$ cat src/common/pwm_level_pkg.sv
// constants for the pwm output level control block
package pwm_level_pkg;
  localparam logic [3:0] ADDR_LEVEL_CTRL_1 = 4'h0;
  localparam logic [3:0] ADDR_LEVEL_CTRL_2 = 4'h1;
  localparam logic [3:0] ADDR_STATUS       = 4'h2;
  localparam int BIT_POS_LEVEL   = 0;
  localparam int BIT_REV_LEVEL   = 1;
  localparam int BIT_SRC_SEL     = 2;
  localparam int BIT_WRITE_LOCK  = 3;
  localparam int BIT_TOGGLE_EN   = 6;
  localparam logic [7:0] LEVEL_CTRL_1_RESET = 8'h00;
  localparam logic [7:0] LEVEL_CTRL_1_MASK  = 8'h4F;
  localparam logic [7:0] LEVEL_CTRL_2_RESET = 8'h00;
  localparam int DEAD_TIME_NS = 100;
  localparam int CLOCK_PERIOD_NS = 10;
  localparam int DEAD_TIME_CYCLES = (DEAD_TIME_NS + CLOCK_PERIOD_NS - 1) / CLOCK_PERIOD_NS;
  localparam logic [15:0] DEAD_TIME_CYCLES_W = 16'(DEAD_TIME_CYCLES);
endpackage : pwm_level_pkg

$ cat src/core/phase_level_map.sv
// maps level select bit, count phase and compare match onto pin levels
`timescale 1ns/10ps
module phase_level_map (
  input  wire logic sel_pos,       // positive phase level select
  input  wire logic sel_rev,       // reverse phase level select
  input  wire logic match_up,      // compare match while counting up
  input  wire logic match_down,    // compare match while counting down
  input  wire logic pos_now,       // current positive level
  input  wire logic rev_now,       // current reverse level
  output logic      pos_next,      // next positive level
  output logic      rev_next,      // next reverse level
  output logic      pos_init,      // positive initial level
  output logic      rev_init,      // reverse initial level
  output logic      rev_active     // reverse active level
);
  always_comb begin
    pos_init   = ~sel_pos;
    rev_init   = ~sel_rev;
    rev_active = sel_rev;
    pos_next   = pos_now;
    rev_next   = rev_now;
    if (match_up) begin
      pos_next = sel_pos;
      rev_next = ~sel_rev;
    end else if (match_down) begin
      pos_next = ~sel_pos;
      rev_next = sel_rev;
    end
  end
endmodule : phase_level_map

$ cat src/core/pwm_output_level_control.sv
// output level control register and pwm pin level logic
//
// Design decisions made here: the plain strobed port and the placing of the registers.
`timescale 1ns/10ps
module pwm_output_level_control #(
  parameter logic [15:0] DEAD_CYCLES = pwm_level_pkg::DEAD_TIME_CYCLES_W
) (
  input  wire logic       clock,        // 100 MHz clock
  input  wire logic       rst,          // async reset, active high
  input  wire logic       clk_en,       // freezes all state when low
  input  wire logic [3:0] addr,         // register address
  input  wire logic [7:0] wdata,        // write data
  input  wire logic       wr,           // write strobe
  input  wire logic       rd,           // read strobe
  output logic      [7:0] rdata,        // read data, cycle after rd
  input  wire logic       count_start,  // counter start pulse
  input  wire logic       count_run,    // counter running level
  input  wire logic       match_up,     // compare match counting up
  input  wire logic       match_down,   // compare match counting down
  input  wire logic       period_edge,  // pwm period boundary pulse
  output logic            pos_out,      // positive phase pin level
  output logic            rev_out,      // reverse phase pin level
  output logic            toggle_out    // period synchronised toggle
);
  logic [7:0]  ctrl1_r;
  logic [7:0]  ctrl2_r;
  // one-hot run phase: idle while the counter is stopped, dead while the
  // reverse phase is held back, live once the dead time has gone by
  typedef enum logic [2:0] {
    PH_IDLE = 3'h1,
    PH_DEAD = 3'h2,
    PH_LIVE = 3'h4
  } phase_e;
  phase_e      phase_r;
  phase_e      phase_nxt;
  logic [15:0] dead_cnt_r;
  logic        dead_end;
  logic        live;
  logic        pos_nxt;
  logic        rev_nxt;
  logic        pos_init;
  logic        rev_init;
  logic        rev_active;
  logic        sel_pos;
  logic        sel_rev;
  logic        wr1;
  logic        wr2;
  logic [7:0]  ctrl1_nxt;

  // address match, shared by the write decodes of both registers
  function automatic logic addr_hit(input logic [3:0] a, input logic [3:0] target);
    return a == target;
  endfunction : addr_hit

  assign wr1 = wr && addr_hit(addr, pwm_level_pkg::ADDR_LEVEL_CTRL_1);
  assign wr2 = wr && addr_hit(addr, pwm_level_pkg::ADDR_LEVEL_CTRL_2);

  always_comb begin
    ctrl1_nxt = ctrl1_r;
    ctrl1_nxt[pwm_level_pkg::BIT_TOGGLE_EN] = wdata[pwm_level_pkg::BIT_TOGGLE_EN];
    if (!ctrl1_r[pwm_level_pkg::BIT_WRITE_LOCK]) begin
      ctrl1_nxt[pwm_level_pkg::BIT_SRC_SEL]   = wdata[pwm_level_pkg::BIT_SRC_SEL];
      ctrl1_nxt[pwm_level_pkg::BIT_REV_LEVEL] = wdata[pwm_level_pkg::BIT_REV_LEVEL];
      ctrl1_nxt[pwm_level_pkg::BIT_POS_LEVEL] = wdata[pwm_level_pkg::BIT_POS_LEVEL];
    end
    // lock is sticky: a written 0 is ignored
    ctrl1_nxt[pwm_level_pkg::BIT_WRITE_LOCK] = ctrl1_r[pwm_level_pkg::BIT_WRITE_LOCK] |
                                               wdata[pwm_level_pkg::BIT_WRITE_LOCK];
    ctrl1_nxt = ctrl1_nxt & pwm_level_pkg::LEVEL_CTRL_1_MASK;
  end

  always_ff @(posedge clock or posedge rst) begin
    if (rst) begin
      ctrl1_r <= pwm_level_pkg::LEVEL_CTRL_1_RESET;
    end else if (clk_en && wr1) begin
      ctrl1_r <= ctrl1_nxt;
    end
  end

  // stand-in for the second per-pin register: only its pair for this channel
  always_ff @(posedge clock or posedge rst) begin
    if (rst) begin
      ctrl2_r <= pwm_level_pkg::LEVEL_CTRL_2_RESET;
    end else if (clk_en && wr2) begin
      ctrl2_r <= wdata;
    end
  end

  always_ff @(posedge clock or posedge rst) begin
    if (rst) begin
      rdata <= 8'h00;
    end else if (clk_en) begin
      if (!rd) begin
        rdata <= 8'h00;
      end else begin
        case (addr)
          pwm_level_pkg::ADDR_LEVEL_CTRL_1: rdata <= ctrl1_r & pwm_level_pkg::LEVEL_CTRL_1_MASK;
          pwm_level_pkg::ADDR_LEVEL_CTRL_2: rdata <= ctrl2_r;
          pwm_level_pkg::ADDR_STATUS:       rdata <= {5'h00, live, rev_out, pos_out};
          default:                          rdata <= 8'h00;
        endcase
      end
    end
  end

  // source select picks which pair of level bits drives the mapping
  assign sel_pos = ctrl1_r[pwm_level_pkg::BIT_SRC_SEL] ? ctrl2_r[0] : ctrl1_r[pwm_level_pkg::BIT_POS_LEVEL];
  assign sel_rev = ctrl1_r[pwm_level_pkg::BIT_SRC_SEL] ? ctrl2_r[1] : ctrl1_r[pwm_level_pkg::BIT_REV_LEVEL];

  phase_level_map u_map (
    .sel_pos    (sel_pos),
    .sel_rev    (sel_rev),
    .match_up   (match_up),
    .match_down (match_down),
    .pos_now    (pos_out),
    .rev_now    (rev_out),
    .pos_next   (pos_nxt),
    .rev_next   (rev_nxt),
    .pos_init   (pos_init),
    .rev_init   (rev_init),
    .rev_active (rev_active)
  );

  assign live = (phase_r == PH_LIVE);

  // the dead time ends on the edge that takes the reverse phase live
  assign dead_end = (dead_cnt_r + 16'h0001) >= DEAD_CYCLES;

  // a counter brought up without a start pulse still waits out the
  // dead time, so the reverse phase can never skip it
  always_comb begin
    phase_nxt = phase_r;
    if (!count_run) begin
      phase_nxt = PH_IDLE;
    end else if (count_start) begin
      phase_nxt = PH_DEAD;
    end else begin
      case (phase_r)
        PH_IDLE: begin
          phase_nxt = PH_DEAD;
        end
        PH_DEAD: begin
          if (dead_end) begin
            phase_nxt = PH_LIVE;
          end
        end
        PH_LIVE: begin
          phase_nxt = PH_LIVE;
        end
        default: begin
          phase_nxt = PH_IDLE;
        end
      endcase
    end
  end

  always_ff @(posedge clock or posedge rst) begin
    if (rst) begin
      phase_r <= PH_IDLE;
    end else if (clk_en) begin
      phase_r <= phase_nxt;
    end
  end

  // counts only while the reverse phase is held back, so a restart
  // always begins a full dead time from zero
  always_ff @(posedge clock or posedge rst) begin
    if (rst) begin
      dead_cnt_r <= 16'h0000;
    end else if (clk_en) begin
      if (phase_r == PH_DEAD && count_run && !count_start) begin
        dead_cnt_r <= dead_cnt_r + 16'h0001;
      end else begin
        dead_cnt_r <= 16'h0000;
      end
    end
  end

  // positive phase follows compare matches in each running cycle without a start pulse
  always_ff @(posedge clock or posedge rst) begin
    if (rst) begin
      pos_out <= 1'b1;
    end else if (clk_en) begin
      if (!count_run || count_start) begin
        pos_out <= pos_init;
      end else begin
        pos_out <= pos_nxt;
      end
    end
  end

  // reverse phase sits at its initial level through the dead time; a
  // match that lands inside the dead time is not applied to it, so the
  // active level never shows before the dead time is over
  always_ff @(posedge clock or posedge rst) begin
    if (rst) begin
      rev_out <= 1'b1;
    end else if (clk_en) begin
      if (!count_run || count_start) begin
        rev_out <= rev_init;
      end else begin
        case (phase_r)
          PH_DEAD: begin
            if (dead_end) begin
              rev_out <= rev_active;
            end else begin
              rev_out <= rev_init;
            end
          end
          PH_LIVE: begin
            rev_out <= rev_nxt;
          end
          default: begin
            rev_out <= rev_init;
          end
        endcase
      end
    end
  end

  always_ff @(posedge clock or posedge rst) begin
    if (rst) begin
      toggle_out <= 1'b0;
    end else if (clk_en) begin
      if (!ctrl1_r[pwm_level_pkg::BIT_TOGGLE_EN]) begin
        toggle_out <= 1'b0;
      end else if (period_edge) begin
        toggle_out <= ~toggle_out;
      end
    end
  end

endmodule : pwm_output_level_control

$ cat config.mk
export PLATFORM = sky130hd
export DESIGN_NAME = pwm_output_level_control
export DESIGN_NICKNAME = d
export VERILOG_FILES = /design/src/common/pwm_level_pkg.sv /design/src/core/phase_level_map.sv /design/src/core/pwm_output_level_control.sv
export SDC_FILE = /design/constraint.sdc
export NUM_CORES = 1
export LEC_CHECK = 0
export BUFFER_PORTS_ARGS = -buffer_cell sky130_fd_sc_hd__buf_4
export CORE_MARGIN = 10
export CORE_UTILIZATION = 41
export DETAILED_ROUTE_END_ITERATION = 8
export PLACE_DENSITY_LB_ADDON = 0.15
export REMOVE_ABC_BUFFERS = 1
export SYNTH_ARGS = -nofsm -noshare
export SYNTH_HDL_FRONTEND = slang
export SYNTH_SLANG_ARGS = --single-unit
$ cat constraint.sdc
create_clock -name clock -period 2.7 [get_ports clock]
set_input_delay 0.135 -clock clock [delete_from_list [all_inputs] [get_ports clock]]
set_output_delay 0.135 -clock clock [all_outputs]
set_load 0.02 [all_outputs]
==> After elaboration in Yosys (flattened, before gate mapping) <==
Cells that the tools add are included.
{ "op_classes": {"n_addsub": 1, "magnitude_cmp": 1, "eq_ne": 8, "n_mux": 19, "bitwise": 5, "n_reduce_logical": 16} }
{ "ops": {"columns": ["op", "n"], "rows": [
  ["$pmux W8 S3", 1],
  ["$add A16 B1 Y16 const B", 1],
  ["$ge A16 B4 Y1 const B", 1],
  ["$mux W16", 1],
  ["$mux W1", 11],
  ["$reduce_and A2 Y1", 5],
  ["$mux W3", 3],
  ["$pmux W3 S3", 1],
  ["$mux W8", 1],
  ["$logic_and A1 B1 Y1", 6],
  ["$eq A4 B1 Y1 const B", 1],
  ["$eq A4 B2 Y1 const B", 1],
  ["$logic_not A4 Y1", 1],
  ["$ne A4 B3 Y1 const B", 1],
  ["$ne A4 B4 Y1 const B", 1],
  ["$not A1 Y1", 4],
  ["$eq A3 B1 Y1 const B", 1],
  ["$eq A3 B2 Y1 const B", 1],
  ["$eq A3 B3 Y1 const B", 1],
  ["$reduce_bool A3 Y1", 1],
  ["$logic_not A1 Y1", 2],
  ["$ne A2 B2 Y1 const B", 1],
  ["$pmux W1 S2", 1],
  ["$logic_or A1 B1 Y1", 1],
  ["$or A1 B1 Y1", 1]
]} }
{ "totals": {"register_bits": 43, "in_bits": 22, "output_inout_bits": 11} }

==> Logic depth before layout (Yosys ltp) <==
Gate-level depths: netlist of run 1.
{ "depth": {"word_depth": 6, "ltp_mapped": 8, "mapped_depth_nobuf": 8} }

==> Hierarchy <==
Synthesis of run 1 repeated with hierarchy kept, for this count alone.
{ "hier_totals": {"cells_unflattened": 267, "area_unflattened_um2": 2593.7} }
{ "modules_own_cells": {"columns": ["module", "instances", "cells_per_inst", "area_per_inst_um2", "seq_area_each_um2"], "rows": [
  ["pwm_output_level_control", 1, 257, 2534.9, 1079.8],
  ["phase_level_map", 1, 10, 58.8, 0.0]
]} }

==> Least setup slack after synthesis of run 1 <==
Ideal clock, no wire load.
{ "synth_timing": {"path_kind": "register to register", "startpoint": "register dead_cnt_r[0]", "endpoint": "register rev_out", "setup_ps": 82, "arrival_time_ps": 2016, "required_ps": 2618, "path_slack_ps": 602, "stages_incl_launch_ff": 9, "n_path_buf": 1, "path_cell_list": "dfrtp_1 ha_1 and3_1 buf_6 nor4_4 a21oi_1 or4_4 o21a_1 nor3_1"} }
{ "synth_between": {"elab_chain_cells": 5} }
{ "synth_rtl": {"columns": ["item", "line", "rtl"], "rows": [
  ["start: declaration", "pwm_output_level_control.sv:36", "logic [15:0] dead_cnt_r;"],
  ["start signal: assignment", "pwm_output_level_control.sv:172", "dead_cnt_r <= dead_cnt_r + 16'h0001;"],
  ["$add A16 B1 Y16", "pwm_output_level_control.sv:127", "assign dead_end = (dead_cnt_r + 16'h0001) >= DEAD_CYCLES;"],
  ["$ge A16 B4 Y1", "pwm_output_level_control.sv:127", null],
  ["$mux W1", "pwm_output_level_control.sv:204", "if (dead_end) begin"],
  ["$pmux W1 S2", "pwm_output_level_control.sv:202", "case (phase_r)"],
  ["$mux W1", "pwm_output_level_control.sv:199", "if (!count_run || count_start) begin"],
  ["end signal: assignment", "pwm_output_level_control.sv:200", "rev_out <= rev_init;"],
  ["end signal: assignment", "pwm_output_level_control.sv:205", "rev_out <= rev_active;"],
  ["end signal: assignment", "pwm_output_level_control.sv:207", "rev_out <= rev_init;"],
  ["end: declaration", "pwm_output_level_control.sv:22", "output logic rev_out,"]
]} }
No other way between the ends.
A chain may end at the register's enable or synchronous reset.

==> Final worst setup path of run 1 <==
{ "layout_timing": {"startpoint": "register dead_cnt_r[5]", "endpoint": "register rev_out"} }
Same word-level chain as after synthesis.

==> flow_metrics.py, run 1 <==
metrics = {
    "timing": {
        "post-route-period-util_pct": 86.2,
        "finClkSkew_ns": 0.00823,
        "drv_slew": 0,
        "hold_violations": 0,
        "finalCriticalPeriod_ns": 2.33,
        "rsz0062_at_grt": "no",
        "setup_viol": 0,
        "tns_ns": 0,
        "fin_ws_ns": 0.372,
        "worstMarginPinSlew_ns": 1.04,
        "relSlewSlack_pct": 30.5,
        "clock.fmax_mhz": 430,
        "whs_ns": 0.0392,
    },
    "logic_synthesis": {
        "yosysSeqAreaShare_pct": 43.2,
        "syn_inst": 253,
        "synth_warnings": 0,
        "async_flop_share_pct": 100,
        "synth-edff-count": 0,
        "synth_seq_cells": 43,
        "synth_cell_type_count": 52,
        "synth_flop_cell": "dfrtp_1",
        "avgSynthCellArea_um2": 9.88,
        "syn_area_um2": 2500,
    },
    "clocking": {
        "clk_pin_slew_ns": 0.09,
        "numCtsBuffers": 5,
        "h-tree-depth": 2,
        "cts_tree": "done",
        "clock_path_buffers": 2,
        "clk_latency_ns": 0.30,
        "postCtsSetupRepairBufs": 0,
        "clock_sinks": 43,
        "cts-root-buf": "clkbuf_8",
    },
    "die": {
        "core_area_um2": 5920,
        "die_area_um2": 9620,
        "core.rowCount": 28,
        "pin_count": 33,
        "die_w_um": 98.1,
        "die_y_um": 98.1,
        "initial_core_util_pct": 42.2,
    },
    "global_routing": {
        "grt_pass1_vias": 1930,
        "antenna_found_initial": 0,
        "groute.usage.overall_pct": 12.1,
        "grt_pass1_wl_mm": 9.93,
        "gr-total-overflow": 0,
        "grt_max_degree": 30,
    },
    "finish": {
        "nNetsFinal": 303,
        "fin_area_um2": 2880,
        "final_cell_mix": "40 x dfrtp_1, 35 x buf_4, 22 x nand2_1",
        "final_common_cell": "dfrtp_1",
        "fin_util_pct": 48.6,
        "area_growth_syn_to_layout_pct": 15.1,
        "drive_above_1_share_pct": 26.8,
        "antenna_cells": 0,
        "fillers": 572,
    },
    "route": {
        "drcViolationCount": 0,
        "wl_mm": 5.90,
        "first_iter_violations": 180,
        "viasPerCell": 5.68,
        "detail_route.wl_per_cell_um": 16.6,
        "drtPass1Iterations": 4,
        "num_vias": 2016,
        "drt.antenna.violating_nets": 0,
    },
    "placed_design": {
        "post-place-ws_ns": 0.431,
        "place_area_um2": 2760,
        "post-dp-hpwl_mm": 4.17,
        "gp_congestion": 0.785,
        "port_buffers": 32,
    },
    "power": {
        "p_per_area_nw_per_um2": 491,
        "leakagePower_nw": 1.21,
        "ir_worst_vdd_mv": 0.274,
    },
    "critical_path": {
        "end_kind": "register",
        "r2r_slack_ns": 0.37,
        "critical_path_arrival_ns": 2.55,
        "startpoint_type": "register",
        "crit_type": "reg -> reg",
        "cp_max_fo": 10,
        "critPathRequiredTime_ns": 2.92,
    },
    "min_path": {
        "hold_path_class": "in -> reg",
    },
    "job": {
        "cap_violations": 0,
    },
    "status": {
        "status": "complete, no violations",
    },
}
[synth_stat cells, types with 2 or more instances]
| cell type | number | area share [%] |
|---|---|---|
| a21oi_1 | 7 | 1.4 |
| a22o_1 | 3 | 1.1 |
| a22oi_1 | 3 | 0.90 |
| a311oi_1 | 2 | 0.70 |
| a31oi_1 | 3 | 0.75 |
| and3_1 | 3 | 0.75 |
| buf_2 | 5 | 1.0 |
| buf_6 | 2 | 0.90 |
| clkbuf_1 | 10 | 1.5 |
| dfrtp_1 | 40 | 40 |
| dfstp_2 | 3 | 3.2 |
| ha_1 | 2 | 1.0 |
| inv_1 | 7 | 1.1 |
| mux2_2 | 16 | 7.2 |
| mux2i_1 | 7 | 2.8 |
| nand2_1 | 22 | 3.3 |
| nand2b_1 | 5 | 1.3 |
| nand3_1 | 9 | 1.8 |
| nand4_1 | 7 | 1.8 |
| nor2_1 | 13 | 2.0 |
| nor3_1 | 5 | 1.0 |
| nor3_2 | 2 | 0.80 |
| nor3b_1 | 5 | 1.5 |
| nor4_1 | 2 | 0.50 |
| nor4_2 | 2 | 1.0 |
| o21ai_0 | 17 | 3.4 |
| o22ai_1 | 3 | 0.75 |
| o2bb2ai_1 | 11 | 3.9 |
| o31ai_1 | 6 | 1.8 |
| or2_2 | 2 | 0.50 |
| or3_1 | 2 | 0.50 |
| xnor2_1 | 6 | 2.1 |
| xor2_1 | 2 | 0.70 |
[power by group]
part,total (mW),internal [mW],switching [mW],leakage [nW]
sequential,0.751,0.707,0.0446,0.573
clock,0.431,0.185,0.246,0.0408
combinational,0.229,0.117,0.112,0.601
[registers in the layout, indices dropped and copies added, names as in the netlist]
register    flops
toggle_out      1
ctrl2_r         8
ctrl1_r         5
rdata           8
dead_cnt_r     16
rev_out         1
phase_r         3
pos_out         1
[metal layers]
metal / up-vias / share of wire (%) / track usage (%)
met1: 966 / 49 / 16.7
met3: 8 / 4.2 / 2.54
met4: 0 / 1.6 / 4.70
met5: - / 0 / 0
li1: 990 / - / -
met2: 52 / 45 / 17.8
[kinds of logic (layout without fill, tap and decap cells)]
kind of cell               after synthesis  in the layout  share of synthesized area (%)
AOI/OAI and AO/OA                       65             65                           18.4
xor gates and xnor gates                 8              8                           2.80
adders and majority gates                2              2                           1.00
buffers and inverters                   26             53                           4.91
DFF                                     43             43                           43.2
muxes                                   23             23                           10.0
and+or+nand+nor                         86             86                           19.7
[path summary, 6_finish.rpt]
path                                from          to  cells past startpoint
min reg2reg                     rdata[1]    rdata[1]                      1
max reg2reg                dead_cnt_r[5]     rev_out                      6
min                             wdata[3]  ctrl1_r[3]                      2
max in group asynchronous            rst  phase_r[0]                      4
min in group asynchronous            rst    rdata[4]                      3
max                        dead_cnt_r[5]     rev_out                      6
[worst max-delay path, cell delays in order, from the launching register on]
cell	delay (ns)
dfrtp_1	0.55
nand3_1	0.26
nor4_2	0.45
xor2_1	0.12
or4_4	0.51
o21a_1	0.18
nor3_1	0.18
[area by class of cell]
type | instances | area, um^2 | area share, %
Timing Repair Buffer | 37 | 283 | 9.83
Clock buffer | 5 | 68.8 | 2.39
Sequential cell | 43 | 1080 | 37.6
Inverter | 8 | 30.0 | 1.04
Tap cell | 75 | 93.8 | 3.26
Multi-Input combinational cell | 184 | 1300 | 45.1
Clock inverter | 3 | 23.8 | 0.827
[through the flow]
step / instances / total power, mW
5_1_grt: 355 / 1.48
4_1_cts: 355 / 1.43
3_5_place_dp: 345 / 0.996
2_1_floorplan: 235 / 0.900
3_3_place_gp: 345 / 0.991
6_report: 355 / 1.41
[timing repair]
action,4_1_cts,5_1_grt
endpoints found under the hold margin,27,0
gates resized for setup,0,0
hold buffers,2,0
setup endpoints to repair,0,0
Power figures use the tool's default switching activity.
==> run 2, diff against run 1 <==
--- a/config.mk
+++ b/config.mk
@@ -10,7 +10,9 @@
 export CORE_UTILIZATION = 41
 export DETAILED_ROUTE_END_ITERATION = 8
 export PLACE_DENSITY_LB_ADDON = 0.15
+export RECOVER_POWER = 50
 export REMOVE_ABC_BUFFERS = 1
+export SETUP_SLACK_MARGIN = 0.1
 export SYNTH_ARGS = -nofsm -noshare
 export SYNTH_HDL_FRONTEND = slang
 export SYNTH_SLANG_ARGS = --single-unit
==> run 2 against run 1 <==
  * Fmax up 0.61%
  * Combinational power shrank 2%
  * Largest cell class unchanged
  * Critical path depth did not move
==> flow_metrics.py, run 2 (synthesis gave the netlist of run 1 again) <==
metrics = {
    "power": {
        "power_frac_comb_pct": 16.0,
        "p_switching_mw": 0.403,
        "total_power_mw": 1.41,
        "ir_worst_vdd_mv": 0.274,
        "p_per_area_nw_per_um2": 495,
        "swShare_pct": 28.6,
        "p_seq_share_pct": 53.3,
        "p_clk_share_pct": 30.7,
        "leakagePower_nw": 1.17,
        "internal-power_mw": 1.00,
    },
    "global_routing": {
        "groute.usage.overall_pct": 12.1,
        "grt_pass1_wl_mm": 9.93,
        "gr-total-overflow": 0,
        "antenna_found_initial": 0,
        "grt_max_degree": 30,
        "grt_pass1_vias": 1930,
    },
    "placed_design": {
        "post-place-cells": 345,
        "post-dp-hpwl_mm": 4.17,
        "gp_congestion": 0.785,
        "post-place-ws_ns": 0.431,
        "port_buffers": 32,
        "place_area_um2": 2760,
    },
    "clocking": {
        "clk_latency_ns": 0.30,
        "cts_tree": "done",
        "h-tree-depth": 2,
        "clock_path_buffers": 2,
        "numCtsBuffers": 5,
        "postCtsSetupRepairBufs": 0,
        "clk_pin_slew_ns": 0.09,
        "clock_sinks": 43,
        "cts-root-buf": "clkbuf_8",
        "post_cts_resized": 0,
    },
    "job": {
        "cap_violations": 0,
    },
    "critical_path": {
        "startpoint_type": "register",
        "end_kind": "register",
        "critPathRequiredTime_ns": 2.92,
        "critical_path_arrival_ns": 2.54,
        "crit_type": "reg -> reg",
        "cp_max_fo": 10,
    },
    "finish": {
        "drive_above_1_share_pct": 22.5,
        "fin_util_pct": 47.9,
        "regMostFlops": "dead_cnt_r",
        "fin_area_um2": 2840,
        "nNetsFinal": 303,
        "area_growth_syn_to_layout_pct": 13.6,
        "reg_top3": "dead_cnt_r (16), ctrl2_r (8), rdata (8)",
        "antenna_cells": 0,
        "final_cell_mix": "40 x dfrtp_1, 24 x buf_4, 22 x nand2_1",
        "final_common_cell": "dfrtp_1",
        "layout.cells.non_filler": 355,
        "largest_register_ff_count": 16,
    },
    "die": {
        "die_y_um": 98.1,
        "initial_core_util_pct": 42.2,
        "core.rowCount": 28,
        "die_w_um": 98.1,
        "pin_count": 33,
        "core_area_um2": 5920,
        "die_area_um2": 9620,
    },
    "route": {
        "wl_mm": 5.90,
        "num_vias": 2022,
        "drt.antenna.violating_nets": 0,
        "viasPerCell": 5.70,
        "drcViolationCount": 0,
        "first_iter_violations": 146,
        "drtPass1Iterations": 4,
        "detail_route.wl_per_cell_um": 16.6,
    },
    "timing": {
        "relSlewSlack_pct": 31.0,
        "finClkSkew_ns": 0.00754,
        "setup_viol": 0,
        "worstMarginPinSlew_ns": 1.03,
        "tns_ns": 0,
        "hold_violations": 0,
        "fin_ws_ns": 0.386,
        "post-route-period-util_pct": 85.7,
        "finalCriticalPeriod_ns": 2.31,
        "rsz0062_at_grt": "no",
        "drv_slew": 0,
        "clock.fmax_mhz": 432,
        "whs_ns": 0.0383,
    },
    "min_path": {
        "hold_path_class": "in -> reg",
    },
    "status": {
        "status": "complete, no violations",
    },
}
==> run 2: changes by cell type in the layout (fill, tap and decap cells not counted) <==
cell | previous run | this run
dfstp_2 | 3 | 1
clkbuf_1 | 0 | 10
clkbuf_4 | 0 | 1
dfstp_1 | 0 | 2
buf_4 | 35 | 24
==> run 2: worst paths after layout <==
check / from / slack, ns / cells past startpoint / endpoint
setup / recovery: dead_cnt_r[5] / 0.39 / 6 / rev_out
hold / removal: wdata[3] / 0.04 / 2 / ctrl1_r[3]
setup reg to reg: dead_cnt_r[5] / 0.39 / 6 / rev_out
hold reg to reg: rdata[1] / 0.49 / 1 / rdata[1]
max in group asynchronous: rst / 1.44 / 4 / phase_r[0]
min in group asynchronous: rst / 0.49 / 3 / rdata[4]
==> run 2: power by group through the flow <==
stage	sequential (mW)	combinational (mW)	clock [mW]
3_3_place_gp	0.764	0.227	0
3_5_place_dp	0.765	0.231	0
6_report	0.749	0.225	0.431
5_1_grt	0.757	0.252	0.466
2_1_floorplan	0.767	0.133	0
4_1_cts	0.752	0.234	0.442
==> run 2: metal layers <==
layer  vias up  part of all wire (%)  GRT usage (%)
met5         -                     0              0
met4         0                   1.6           4.70
met3         8                   4.6           2.54
met2        53                    45           17.8
met1       972                    48           16.7
li1        989                     -              -
==> run 2: final cells by class <==
class	count	area, um^2
multi-input cells	184	1300
repair buffers	37	245
clock buffers	5	68.8
clock inverters	3	23.8
fillers	586	3080
inverters	8	30.0
well taps	75	93.8
flip-flops and latches	43	1080
==> run 2: timing repair <==
item	4_1_cts	5_1_grt
endpoints found under the hold margin	27	0
endpoints found under the setup margin	0	0
hold buffers	2	0
==> run 2: worst max-delay path: stages (launching register included) <==
cell	delay, ns
dfrtp_1	0.55
nand3_1	0.26
nor4_2	0.44
xor2_1	0.11
or4_4	0.51
o21a_1	0.18
nor3_1	0.18
==> run 3, diff against run 2 <==
--- a/config.mk
+++ b/config.mk
@@ -7,7 +7,7 @@
 export LEC_CHECK = 0
 export BUFFER_PORTS_ARGS = -buffer_cell sky130_fd_sc_hd__buf_4
 export CORE_MARGIN = 10
-export CORE_UTILIZATION = 41
+export CORE_UTILIZATION = 50
 export DETAILED_ROUTE_END_ITERATION = 8
 export PLACE_DENSITY_LB_ADDON = 0.15
 export RECOVER_POWER = 50
==> run 3 against run 2 <==
  * Global-route usage increased by 2.2 points
  * Critical path depth unchanged
  * Sequential cell count unchanged
  * Design area decreased by 1.1%
  * Clock skew decreased by 0.0040 ns
  * First-iteration DRC count decreased by 21%
  * Via count decreased by 0.30%
  * Critical path type unchanged
==> flow_metrics.py, run 3 (synthesis gave the netlist of run 1 again) <==
metrics = {
    "status": {
        "status": "complete, no violations",
    },
    "global_routing": {
        "gr-usage-met2_pct": 23.1,
        "met1_usage_pct": 17.8,
        "grt_pass1_vias": 1992,
        "grt_max_degree": 30,
        "grt_pass1_wl_mm": 9.80,
        "gr-total-overflow": 0,
        "groute.usage.overall_pct": 14.3,
        "met3_usage_pct": 3.82,
        "antenna_found_initial": 0,
        "grt.busiest_layer": "met2",
    },
    "placed_design": {
        "post-place-ws_ns": 0.411,
        "gp_congestion": 0.913,
        "post-dp-hpwl_mm": 4.15,
        "port_buffers": 32,
    },
    "timing": {
        "finalCriticalPeriod_ns": 2.33,
        "post-route-period-util_pct": 86.3,
        "hold_violations": 0,
        "clock.fmax_mhz": 429,
        "tns_ns": 0,
        "setup_viol": 0,
        "relSlewSlack_pct": 23.4,
        "worstMarginPinSlew_ns": 1.15,
        "drv_slew": 0,
        "fin_ws_ns": 0.371,
        "rsz0062_at_grt": "no",
        "finClkSkew_ns": 0.00354,
        "whs_ns": 0.0507,
    },
    "finish": {
        "final_cell_mix": "40 x dfrtp_1, 22 x nand2_1, 22 x buf_4",
        "antenna_cells": 0,
        "nNetsFinal": 302,
        "largest_register_ff_count": 16,
        "area_growth_syn_to_layout_pct": 12.3,
        "drive_above_1_share_pct": 20.8,
        "regMostFlops": "dead_cnt_r",
        "final_common_cell": "dfrtp_1",
        "fillers": 437,
        "reg_top3": "dead_cnt_r (16), ctrl2_r (8), rdata (8)",
    },
    "route": {
        "detail_route.wl_per_cell_um": 16.8,
        "num_vias": 2016,
        "viasPerCell": 5.83,
        "drcViolationCount": 0,
        "first_iter_violations": 115,
        "drt.antenna.violating_nets": 0,
        "drtPass1Iterations": 4,
        "wl_mm": 5.80,
    },
    "critical_path": {
        "slowest_stage": "dfrtp_1",
        "rr_endpoint": "rev_out",
        "critPathRequiredTime_ns": 2.92,
        "critical_path_arrival_ns": 2.55,
        "crit_type": "reg -> reg",
        "path_buf_inv": 0,
        "end_kind": "register",
        "rr_startpoint": "dead_cnt_r[4]",
        "r2r_slack_ns": 0.37,
        "critPathTopFamily": "simple AND/OR/NAND/NOR gates",
        "path_cells": "nand3_1, nor4_2, xor2_1, or4_4, o21a_1, nor3_1",
        "max_stage_delay_ns": 0.57,
        "startpoint_type": "register",
        "cp_max_fo": 11,
        "rr_worst_depth": 6,
    },
    "power": {
        "total_power_mw": 1.37,
        "leakagePower_nw": 1.16,
        "ir_worst_vdd_mv": 0.254,
        "p_per_area_nw_per_um2": 488,
    },
    "clocking": {
        "post_cts_resized": 0,
        "clock_sinks": 43,
        "h-tree-depth": 2,
        "postCtsSetupRepairBufs": 0,
        "clk_latency_ns": 0.30,
        "cts_hold_buf": 2,
        "clk_pin_slew_ns": 0.08,
        "cts-root-buf": "clkbuf_8",
        "clock_path_buffers": 2,
        "numCtsBuffers": 5,
        "cts_tree": "done",
    },
    "die": {
        "core_area_um2": 4790,
        "die_y_um": 90.7,
        "die_w_um": 90.7,
        "initial_core_util_pct": 52.2,
        "core.rowCount": 25,
        "die_area_um2": 8220,
        "pin_count": 33,
    },
    "job": {
        "cap_violations": 0,
    },
    "min_path": {
        "min_from": "wdata[3]",
        "min_to": "ctrl1_r[3]",
        "hold_path_class": "in -> reg",
        "whs_path_depth": 2,
    },
}
run 3: changes by cell type in the layout (fill, tap and decap cells not counted):
cell and change:
buf_4 -2, clkbuf_1 +3, clkinv_2 +1, clkinvlp_4 -2, dfstp_1 +1, dfstp_2 -1
inv_6 -1
run 3: how the worst max path moves through the flow:
stage	from	endpoint	slack, ns	cells after the start
after global routing	dead_cnt_r[4]	rev_out	0.17	6
after global placement	dead_cnt_r[4]	rev_out	0.48	6
after CTS	dead_cnt_r[4]	rev_out	0.38	6
final	dead_cnt_r[4]	rev_out	0.37	6
after floorplan	dead_cnt_r[4]	rev_out	0.59	6
after detailed placement	dead_cnt_r[4]	rev_out	0.41	6
run 3: metal layers:
layer  wire, um  share of wire [%]
met2       2770                 48
met1       2670                 46
met3        281                4.8
met4         84                1.4
met5          0                  0
run 3: final cells by class:
type | instances | area (um^2) | area share [%]
multi-input combinational | 184 | 1300 | 46.2
sequential | 43 | 1080 | 38.5
timing repair buffer | 36 | 234 | 8.34
tap | 67 | 83.8 | 2.99
clock buffer | 7 | 76.3 | 2.72
inverter | 8 | 30.0 | 1.07
clock inverter | 1 | 5.00 | 0.178
run 3: metrics by stage:
step                      instance area [um^2]  utilization (%)  cells
final                                     2810             58.6    346
after global routing                      2810             58.6    346
after CTS                                 2850             59.5    346
after detailed placement                  2750             57.4    336
after global placement                    2750             57.4    336
after floorplan                           2410                -    235
run 3: power breakdown:
group          switching, mW  internal, mW  total [mW]
sequential            0.0458         0.703       0.749
clock                  0.213         0.182       0.395
combinational          0.111         0.113       0.224
total                  0.370         0.998        1.37
